### config.mk
export PLATFORM = sky130hd
export DESIGN_NAME = tmi_timer_ctrl
export DESIGN_NICKNAME = d
export VERILOG_FILES = /design/src/tmi_shadow_mem.v /design/src/tmi_timer_ctrl.v
export VERILOG_INCLUDE_DIRS = /design/src /design/src/src
export SDC_FILE = /design/constraint.sdc
export NUM_CORES = 1
export LEC_CHECK = 0
export BUFFER_PORTS_ARGS = -buffer_cell sky130_fd_sc_hd__buf_2
export CAP_MARGIN = 20
export CELL_PAD_IN_SITES_DETAIL_PLACEMENT = 0
export CELL_PAD_IN_SITES_GLOBAL_PLACEMENT = 1
export CORE_MARGIN = 3
export CORE_UTILIZATION = 39
export DETAILED_ROUTE_END_ITERATION = 8
export PLACE_DENSITY_LB_ADDON = 0.12
export SLEW_MARGIN = 20
export SYNTH_ARGS = -nofsm -noshare
export SYNTH_HDL_FRONTEND = slang
export SYNTH_SLANG_ARGS = --single-unit
### constraint.sdc
create_clock -name i_mclk -period 0.95 [get_ports i_mclk]
set_input_delay 0.095 -clock i_mclk [delete_from_list [all_inputs] [get_ports i_mclk]]
set_output_delay 0.095 -clock i_mclk [all_outputs]
set_load 0.05 [all_outputs]
### src/tmi_map.vh
// Purpose: constants for the timer interrupt and control block
// Assumes: 8-bit register port, 100 MHz clock
// Notes:   offsets are word indices on the plain register port
`ifndef TMI_MAP_VH
`define TMI_MAP_VH

// register addresses
`define TMI_ADDR_CTRL1       4'h0
`define TMI_ADDR_CTRL2       4'h1
`define TMI_ADDR_STATUS      4'h2
`define TMI_ADDR_IRQ_STAT    4'h3
`define TMI_ADDR_IRQ_CLR     4'h4
`define TMI_ADDR_IRQ_EN      4'h5
`define TMI_ADDR_CMP2_SHADOW 4'h6

// first control register fields
`define TMI_C1_CAP_IE        7
`define TMI_C1_CMP_IE        6
`define TMI_C1_OVF_IE        5
`define TMI_C1_FORCE2        4
`define TMI_C1_FORCE1        3
`define TMI_C1_LVL2          2
`define TMI_C1_EDGE1         1
`define TMI_C1_LVL1          0

// second control register fields
`define TMI_C2_PIN1_EN       7
`define TMI_C2_PIN2_EN       6
`define TMI_C2_SINGLE        5
`define TMI_C2_PWM           4
`define TMI_C2_CLK_HI        3
`define TMI_C2_CLK_LO        2
`define TMI_C2_EDGE2         1
`define TMI_C2_EXT_EDGE      0

// status flag positions
`define TMI_ST_CAP1          7
`define TMI_ST_CMP1          6
`define TMI_ST_OVF           5
`define TMI_ST_CAP2          4
`define TMI_ST_CMP2          3

// clock select codes
`define TMI_CS_DIV4          2'h0
`define TMI_CS_DIV2          2'h1
`define TMI_CS_DIV8          2'h2
`define TMI_CS_EXT           2'h3

// reset values
`define TMI_CTRL1_RST        8'h00
`define TMI_CTRL2_RST        8'h00

`endif

### src/tmi_shadow_mem.v
// Purpose: holding store for the second compare value bytes, write-only in the first instance
// Assumes: one clock, registered read data
// Notes:   read port feeds the read mux; software reads these back in the second instance only
`timescale 1ns/1ns
`default_nettype none

module tmi_shadow_mem (
   input  wire       i_mclk,
   input  wire       i_rst_n,
   input  wire       i_we,
   input  wire       i_sel,
   input  wire [7:0] i_wdata,
   output reg  [7:0] o_rdata_hi,
   output reg  [7:0] o_rdata_lo
);

   reg [7:0] mem_r [0:1];

   ////////////////////////////////////////////////////////////////////////
   // byte store with registered read out
   always @(posedge i_mclk or negedge i_rst_n) begin
      if (!i_rst_n) begin
         mem_r[0]   <= 8'h00;
         mem_r[1]   <= 8'h00;
         o_rdata_hi <= 8'h00;
         o_rdata_lo <= 8'h00;
      end else begin
         if (i_we) begin
            mem_r[i_sel] <= i_wdata;
         end
         o_rdata_hi <= mem_r[1];
         o_rdata_lo <= mem_r[0];
      end
   end

endmodule

`default_nettype wire

### src/tmi_timer_ctrl.v
// Purpose: interrupt gating, control registers and compare pin drive
//          of a 16-bit timer
// Assumes: flag events come from the timer datapath on i_mclk;
//          capture pin is asynchronous and is synchronised here
// Notes:   one shared interrupt output, wake request for wait state
`timescale 1ns/1ns
`default_nettype none
`include "tmi_map.vh"

module tmi_timer_ctrl #(
   parameter FIRST_INSTANCE = 1
) (
   input  wire       i_mclk,
   input  wire       i_rst_n,
   input  wire [3:0] i_addr,
   input  wire [7:0] i_wdata,
   input  wire       i_wr,
   input  wire       i_rd,
   input  wire       i_cpu_mask,
   input  wire       i_in_wait,
   input  wire       i_cap1_pin,
   input  wire       i_cap2_evt,
   input  wire       i_cmp1_match,
   input  wire       i_cmp2_match,
   input  wire       i_ovf_evt,
   input  wire       i_flag_clr_cap1,
   input  wire       i_flag_clr_cap2,
   input  wire       i_flag_clr_cmp1,
   input  wire       i_flag_clr_cmp2,
   input  wire       i_flag_clr_ovf,
   output reg  [7:0] o_rdata,
   output reg        o_irq,
   output reg        o_wake,
   output reg        o_cap1_trig,
   output reg        o_tick,
   output reg        o_cmp_pin1,
   output reg        o_cmp_pin1_oe,
   output reg        o_cmp_pin2,
   output reg        o_cmp_pin2_oe
);

   reg  [7:0] ctrl1_r;
   reg  [7:0] ctrl2_r;
   reg  [4:0] flag_r;
   reg  [4:0] evt_stat_r;
   reg  [4:0] evt_en_r;
   reg        cap_s1_r;
   reg        cap_s2_r;
   reg        cap_d_r;
   reg  [2:0] div_r;
   reg  [7:0] rdata_nxt;
   reg  [4:0] flag_set;
   wire [4:0] flag_clr;
   wire       pwm_mode;
   wire       pulse_mode;
   wire       cap1_edge;
   wire       irq_req;
   wire       cap_gate;
   wire       cmp_gate;
   wire       ovf_gate;
   wire       evt_gate;
   wire [7:0] sh_hi;
   wire [7:0] sh_lo;
   wire       sh_we;

   assign pwm_mode   = ctrl2_r[`TMI_C2_PWM];
   assign pulse_mode = pwm_mode | ctrl2_r[`TMI_C2_SINGLE];
   assign flag_clr   = {i_flag_clr_cap1, i_flag_clr_cmp1, i_flag_clr_ovf,
                        i_flag_clr_cap2, i_flag_clr_cmp2};

   ////////////////////////////////////////////////////////////////////////
   // capture pin synchroniser and edge detect
   always @(posedge i_mclk or negedge i_rst_n) begin
      if (!i_rst_n) begin
         cap_s1_r <= 1'b0;
         cap_s2_r <= 1'b0;
         cap_d_r  <= 1'b0;
      end else begin
         cap_s1_r <= i_cap1_pin;
         cap_s2_r <= cap_s1_r;
         cap_d_r  <= cap_s2_r;
      end
   end

   assign cap1_edge = ctrl1_r[`TMI_C1_EDGE1] ? (cap_s2_r & ~cap_d_r)
                                             : (~cap_s2_r & cap_d_r);

   ////////////////////////////////////////////////////////////////////////
   // control registers
   always @(posedge i_mclk or negedge i_rst_n) begin
      if (!i_rst_n) begin
         ctrl1_r  <= `TMI_CTRL1_RST;
         ctrl2_r  <= `TMI_CTRL2_RST;
         evt_en_r <= 5'h00;
      end else if (i_wr) begin
         case (i_addr)
            `TMI_ADDR_CTRL1:  ctrl1_r  <= i_wdata;
            `TMI_ADDR_CTRL2:  ctrl2_r  <= i_wdata;
            `TMI_ADDR_IRQ_EN: evt_en_r <= i_wdata[4:0];
            default: ;
         endcase
      end
   end

   assign sh_we = i_wr & ((i_addr == `TMI_ADDR_CMP2_SHADOW) |
                          (i_addr == (`TMI_ADDR_CMP2_SHADOW + 4'h1)));

   tmi_shadow_mem u_shadow (
      .i_mclk     (i_mclk),
      .i_rst_n    (i_rst_n),
      .i_we       (sh_we),
      .i_sel      (~i_addr[0]),      // index 6 is the high byte
      .i_wdata    (i_wdata),
      .o_rdata_hi (sh_hi),
      .o_rdata_lo (sh_lo)
   );

   ////////////////////////////////////////////////////////////////////////
   // flag set terms, ordered as cap1 cmp1 ovf cap2 cmp2
   always @* begin
      flag_set = 5'h00;
      // pwm: capture one marks period end
      flag_set[4] = pwm_mode ? i_cmp2_match : (cap1_edge & ~ctrl2_r[`TMI_C2_SINGLE]);
      flag_set[3] = i_cmp1_match & ~pwm_mode & ~ctrl2_r[`TMI_C2_SINGLE];
      flag_set[2] = i_ovf_evt;
      // second flags held low in first instance
      flag_set[1] = i_cap2_evt & (FIRST_INSTANCE == 0);
      flag_set[0] = i_cmp2_match & ~pwm_mode & (FIRST_INSTANCE == 0);
   end

   ////////////////////////////////////////////////////////////////////////
   // sticky flags and event status; set wins over clear
   genvar g;
   generate
      for (g = 0; g < 5; g = g + 1) begin : g_flag
         always @(posedge i_mclk or negedge i_rst_n) begin
            if (!i_rst_n) begin
               flag_r[g]     <= 1'b0;
               evt_stat_r[g] <= 1'b0;
            end else begin
               // flag clear by external access sequence
               if (flag_set[g]) begin
                  flag_r[g] <= 1'b1;
               end else if (flag_clr[g]) begin
                  flag_r[g] <= 1'b0;
               end
               if (flag_set[g]) begin
                  evt_stat_r[g] <= 1'b1;
               end else if (i_wr && i_addr == `TMI_ADDR_IRQ_CLR && i_wdata[g]) begin
                  evt_stat_r[g] <= 1'b0;
               end
            end
         end
      end
   endgenerate

   assign cap_gate = (flag_r[4] | flag_r[1]) & ctrl1_r[`TMI_C1_CAP_IE];
   assign cmp_gate = (flag_r[3] | flag_r[0]) & ctrl1_r[`TMI_C1_CMP_IE];
   assign ovf_gate = flag_r[2] & ctrl1_r[`TMI_C1_OVF_IE];
   // event status path, enabled bits
   assign evt_gate = |(evt_stat_r & evt_en_r);
   assign irq_req  = ~i_cpu_mask & (cap_gate | cmp_gate | ovf_gate | evt_gate);

   ////////////////////////////////////////////////////////////////////////
   // interrupt and wake outputs
   always @(posedge i_mclk or negedge i_rst_n) begin
      if (!i_rst_n) begin
         o_irq  <= 1'b0;
         o_wake <= 1'b0;
      end else begin
         o_irq  <= irq_req;
         o_wake <= irq_req & i_in_wait;
      end
   end

   ////////////////////////////////////////////////////////////////////////
   // timer clock enable divider
   always @(posedge i_mclk or negedge i_rst_n) begin
      if (!i_rst_n) begin
         div_r  <= 3'h0;
         o_tick <= 1'b0;
      end else begin
         div_r <= div_r + 3'h1;
         case (ctrl2_r[`TMI_C2_CLK_HI:`TMI_C2_CLK_LO])
            `TMI_CS_DIV4: o_tick <= (div_r[1:0] == 2'h3);
            `TMI_CS_DIV2: o_tick <= div_r[0];
            `TMI_CS_DIV8: o_tick <= (div_r == 3'h7);
            default:      o_tick <= 1'b0;
         endcase
      end
   end

   ////////////////////////////////////////////////////////////////////////
   // compare pin drive and capture trigger
   always @(posedge i_mclk or negedge i_rst_n) begin
      if (!i_rst_n) begin
         o_cmp_pin1    <= 1'b0;
         o_cmp_pin2    <= 1'b0;
         o_cmp_pin1_oe <= 1'b0;
         o_cmp_pin2_oe <= 1'b0;
         o_cap1_trig   <= 1'b0;
      end else begin
         o_cmp_pin1_oe <= ctrl2_r[`TMI_C2_PIN1_EN];
         o_cmp_pin2_oe <= ctrl2_r[`TMI_C2_PIN2_EN];
         o_cap1_trig   <= cap1_edge;
         if (ctrl2_r[`TMI_C2_PIN1_EN]) begin
            if (pulse_mode && i_cmp2_match) begin
               o_cmp_pin1 <= ctrl1_r[`TMI_C1_LVL2];
            end else if (ctrl1_r[`TMI_C1_FORCE1] || i_cmp1_match) begin
               o_cmp_pin1 <= ctrl1_r[`TMI_C1_LVL1];
            end
         end
         if (ctrl2_r[`TMI_C2_PIN2_EN]) begin
            if (ctrl1_r[`TMI_C1_FORCE2] ||
                (i_cmp2_match && !pulse_mode && FIRST_INSTANCE == 0)) begin
               o_cmp_pin2 <= ctrl1_r[`TMI_C1_LVL2];
            end
         end
      end
   end

   ////////////////////////////////////////////////////////////////////////
   // read mux; data one cycle after strobe
   always @* begin
      rdata_nxt = 8'h00;
      case (i_addr)
         `TMI_ADDR_CTRL1:    rdata_nxt = ctrl1_r;
         `TMI_ADDR_CTRL2:    rdata_nxt = ctrl2_r;
         `TMI_ADDR_STATUS: begin
            rdata_nxt[`TMI_ST_CAP1] = flag_r[4];
            rdata_nxt[`TMI_ST_CMP1] = flag_r[3];
            rdata_nxt[`TMI_ST_OVF]  = flag_r[2];
            rdata_nxt[`TMI_ST_CAP2] = flag_r[1];
            rdata_nxt[`TMI_ST_CMP2] = flag_r[0];
         end
         `TMI_ADDR_IRQ_STAT: rdata_nxt = {3'h0, evt_stat_r};
         `TMI_ADDR_IRQ_EN:   rdata_nxt = {3'h0, evt_en_r};
         `TMI_ADDR_CMP2_SHADOW: rdata_nxt = (FIRST_INSTANCE == 0) ? sh_hi : 8'h00;
         (`TMI_ADDR_CMP2_SHADOW + 4'h1): rdata_nxt = (FIRST_INSTANCE == 0) ? sh_lo : 8'h00;
         default:            rdata_nxt = 8'h00;
      endcase
   end

   always @(posedge i_mclk or negedge i_rst_n) begin
      if (!i_rst_n) begin
         o_rdata <= 8'h00;
      end else begin
         o_rdata <= i_rd ? rdata_nxt : 8'h00;
      end
   end

endmodule

`default_nettype wire

==> reports/qor.yml <==
run_status:
  outcome: "finished, violations left"
  violations: "setup timing"
worst_setup_path:
  r2r_end: "evt_stat_r[4]"
  cp-end-kind: "flip-flop"
  reg2reg_slack_ns: -0.1
  cp.required_ns: 1.14
  r2r_cells: 3
  path_max_fanout: 4
  rr_startpoint: "ctrl1_r[1]"
  worst-setup-path-type: "flip-flop to flip-flop"
  critPathArrivalTime_ns: 1.23
  critPathLaunchType: "flip-flop"
place:
  dp.cells: 291
  portBuffers: 40
  place.gp.congestion: 0.803
  hpwl_mm: 3.53
synth:
  synth-seq-cells: 49
  synth_cells: 166
  synthDistinctLibCells: 35
  synth_largest_area_cell: "dfrtp_1"
  netlist.area_leader.share_pct: 57.4
  synth_ff_type: "dfrtp_1"
  syn_area_um2: 2130
  synth.most_common_cell: "dfrtp_1"
  synth_area_leaders: "dfrtp_1 57%, mux2_2 13%, mux2i_1 2.8%"
  netlist_top_cells_count: "49 x dfrtp_1, 24 x mux2_2, 9 x nor2_1, 7 x nand2_1"
  synth-edff-count: 0
  yosysSeqAreaShare_pct: 57.4
  async_flop_share_pct: 100
  ys.warnings.count: 0
  synth_fp_nets: 196
  syn_avg_cell_area_um2: 12.9
clock_network:
  root_buffer: "clkbuf_8"
  cts_max_path_buffers: 2
  cts_buffers: 5
  clock-sinks: 49
  cts_tree: "built"
  clk_pin_slew_ns: 0.09
  clk-insertion-delay-late_ns: 0.30
  htree_levels: 2
die:
  die_h_um: 80.0
  start_util_pct: 41.0
  pin_count: 44
  rows: 26
  die_x_um: 80.0
  coreArea_um2: 5200
  die_area_um2: 6400
global_route:
  grt_pass1_vias: 1675
  grt_max_degree: 50
  grt_pass1_wl_mm: 7.89
  antenna_found_initial: 0
  grt_util_all_layers_pct: 16.2
  grt.overflow.total: 0
flow_run:
  maxCapViolations: 0
drt:
  via_per_inst: 5.14
  vias: 1597
  wire_per_inst_um: 15.8
  detail-route-antenna-nets: 0
  dr.first_iter.drc_count: 53
  drc: 0
  drt_pass1_iterations: 4
  routed_wl_mm: 4.91
timing:
  fin_crit_ns: 1.05
  period_share_pct: 110
  fmax_mhz: 957
  drv_slew: 0
  setup_viol: 12
  worstMarginPinSlew_ns: 0.334
  finClkSkew_ns: 0.0104
  finalHoldViolCount: 0
  relSlewSlack_pct: 77.6
  rsz0062_at_grt: "true"
  setup_slack_ns: -0.0953
final_layout:
  fin_util_pct: 58.1
  layout-drive-gt1-share_pct: 51.9
  nFillCells: 464
  nets: 270
  num_antenna_cells: 0
  instances_no_fill: 311
  areaGrowthSynthToFinish_pct: 41.8
worst_hold_path:
  worst_hold_startpoint: "i_wdata[6]"
  hold_path_class: "input pin to flip-flop"
  min_to: "ctrl1_r[6]"
  hold_path_depth: 2
pwr:
  p_leak_nw: 1.42
  power_density_nw_per_um2: 1880
  ir_worst_vdd_mv: 1.23
## worst max-delay path, stage by stage (launching register included)
cell and delay [ns]:
dfrtp_2 0.45, nand2_1 0.11, o22ai_4 0.09, a221o_1 0.30
## what timing repair did
item | CTS | global route
gates resized for setup | 41 | 24
hold buffers | 5 | 0
endpoints found under the hold margin | 54 | 0
pin swaps | 4 | 3
setup buffers | 4 | 3
endpoints found under the setup margin | 31 | 35
## report_power, final
part,internal [mW],switching (mW)
Clock,0.519,0.672
Sequential,2.43,0.290
Combinational,0.955,0.833
## sequential cells by signal, indices dropped and copies added (netlist names), 3 cells and up
| signal | flops |
|---|---|
| evt_en_r | 5 |
| evt_stat_r | 3 |
| ctrl1_r | 8 |
| div_r | 3 |
| o_rdata | 8 |
| ctrl2_r | 8 |
| flag_r | 3 |
## cell families (layout without fill, tap and decap cells)
group | count (synthesis) | count (layout) | share of synthesized area, %
AO/OA/AOI/OAI | 32 | 32 | 10.5
adder cells (fa/ha/maj) | 2 | 2 | 1.17
buffers and inverters | 8 | 83 | 1.76
flip-flops | 49 | 49 | 57.4
multiplexers | 30 | 30 | 15.5
AND/OR/NAND/NOR | 45 | 45 | 13.7
## cell usage in the layout, fill, tap and decap left out, types with 3 or more instances in the layout
cell and count:
o21ai_1 3, dfrtp_1 45, nor2_1 7, a21oi_1 4, mux2i_1 4, a21o_1 3
nand3b_1 5, clkbuf_8 5, nand2_4 3, nand2_1 6, a21boi_0 3, buf_6 18
buf_2 24, mux2_4 9, inv_1 4, dfrtp_2 4, dlygate4sd3_1 5, buf_4 22
a22oi_2 3, mux2_2 15, nor2b_1 3
## stage by stage
step                TNS (ns)  setup slack [ns]  hold slack, ns  total power, mW  area, um^2
finish                -0.562           -0.0953          0.0402             5.70        3030
global route           -1.48            -0.144          0.0272             6.00        3030
CTS                   -0.572           -0.0890          0.0342             5.58        2910
detailed placement     -5.57            -0.264           0.103             4.09        2600
global placement       -5.27            -0.231           0.100             4.04        2600
floorplan             -0.716           -0.0365          -0.201             3.54        2180
## per-layer routing
metal	wire (um)	track usage, %	vias up
met3	281	4.18	6
met4	51	4.05	0
met2	2390	26.0	45
met1	2180	21.9	798
met5	0	0	-
li1	-	-	748
## how the worst max path moves through the flow
| stage | endpoint | cells after the start | slack (ns) | start |
|---|---|---|---|---|
| finish | evt_stat_r[4] | 3 | -0.1 | ctrl1_r[1] |
| global route | o_cmp_pin1 | 3 | -0.14 | ctrl2_r[5] |
| CTS | o_rdata[4] | 3 | -0.09 | ctrl2_r[4] |
| detailed placement | ctrl2_r[2] | 4 | -0.26 | i_addr[3] |
| global placement | ctrl2_r[6] | 4 | -0.23 | i_addr[3] |
| floorplan | ctrl2_r[0] | 4 | -0.04 | i_addr[0] |
## final cells by class
type | count | area (um^2) | area share (%)
well taps | 70 | 87.6 | 2.89
clock inverters | 2 | 15.0 | 0.496
clock buffers | 6 | 72.6 | 2.40
inverters | 4 | 15.0 | 0.496
repair buffers | 71 | 578 | 19.1
multi-input cells | 109 | 1030 | 33.9
flip-flops and latches | 49 | 1230 | 40.7
Power figures use the tool's default switching activity.
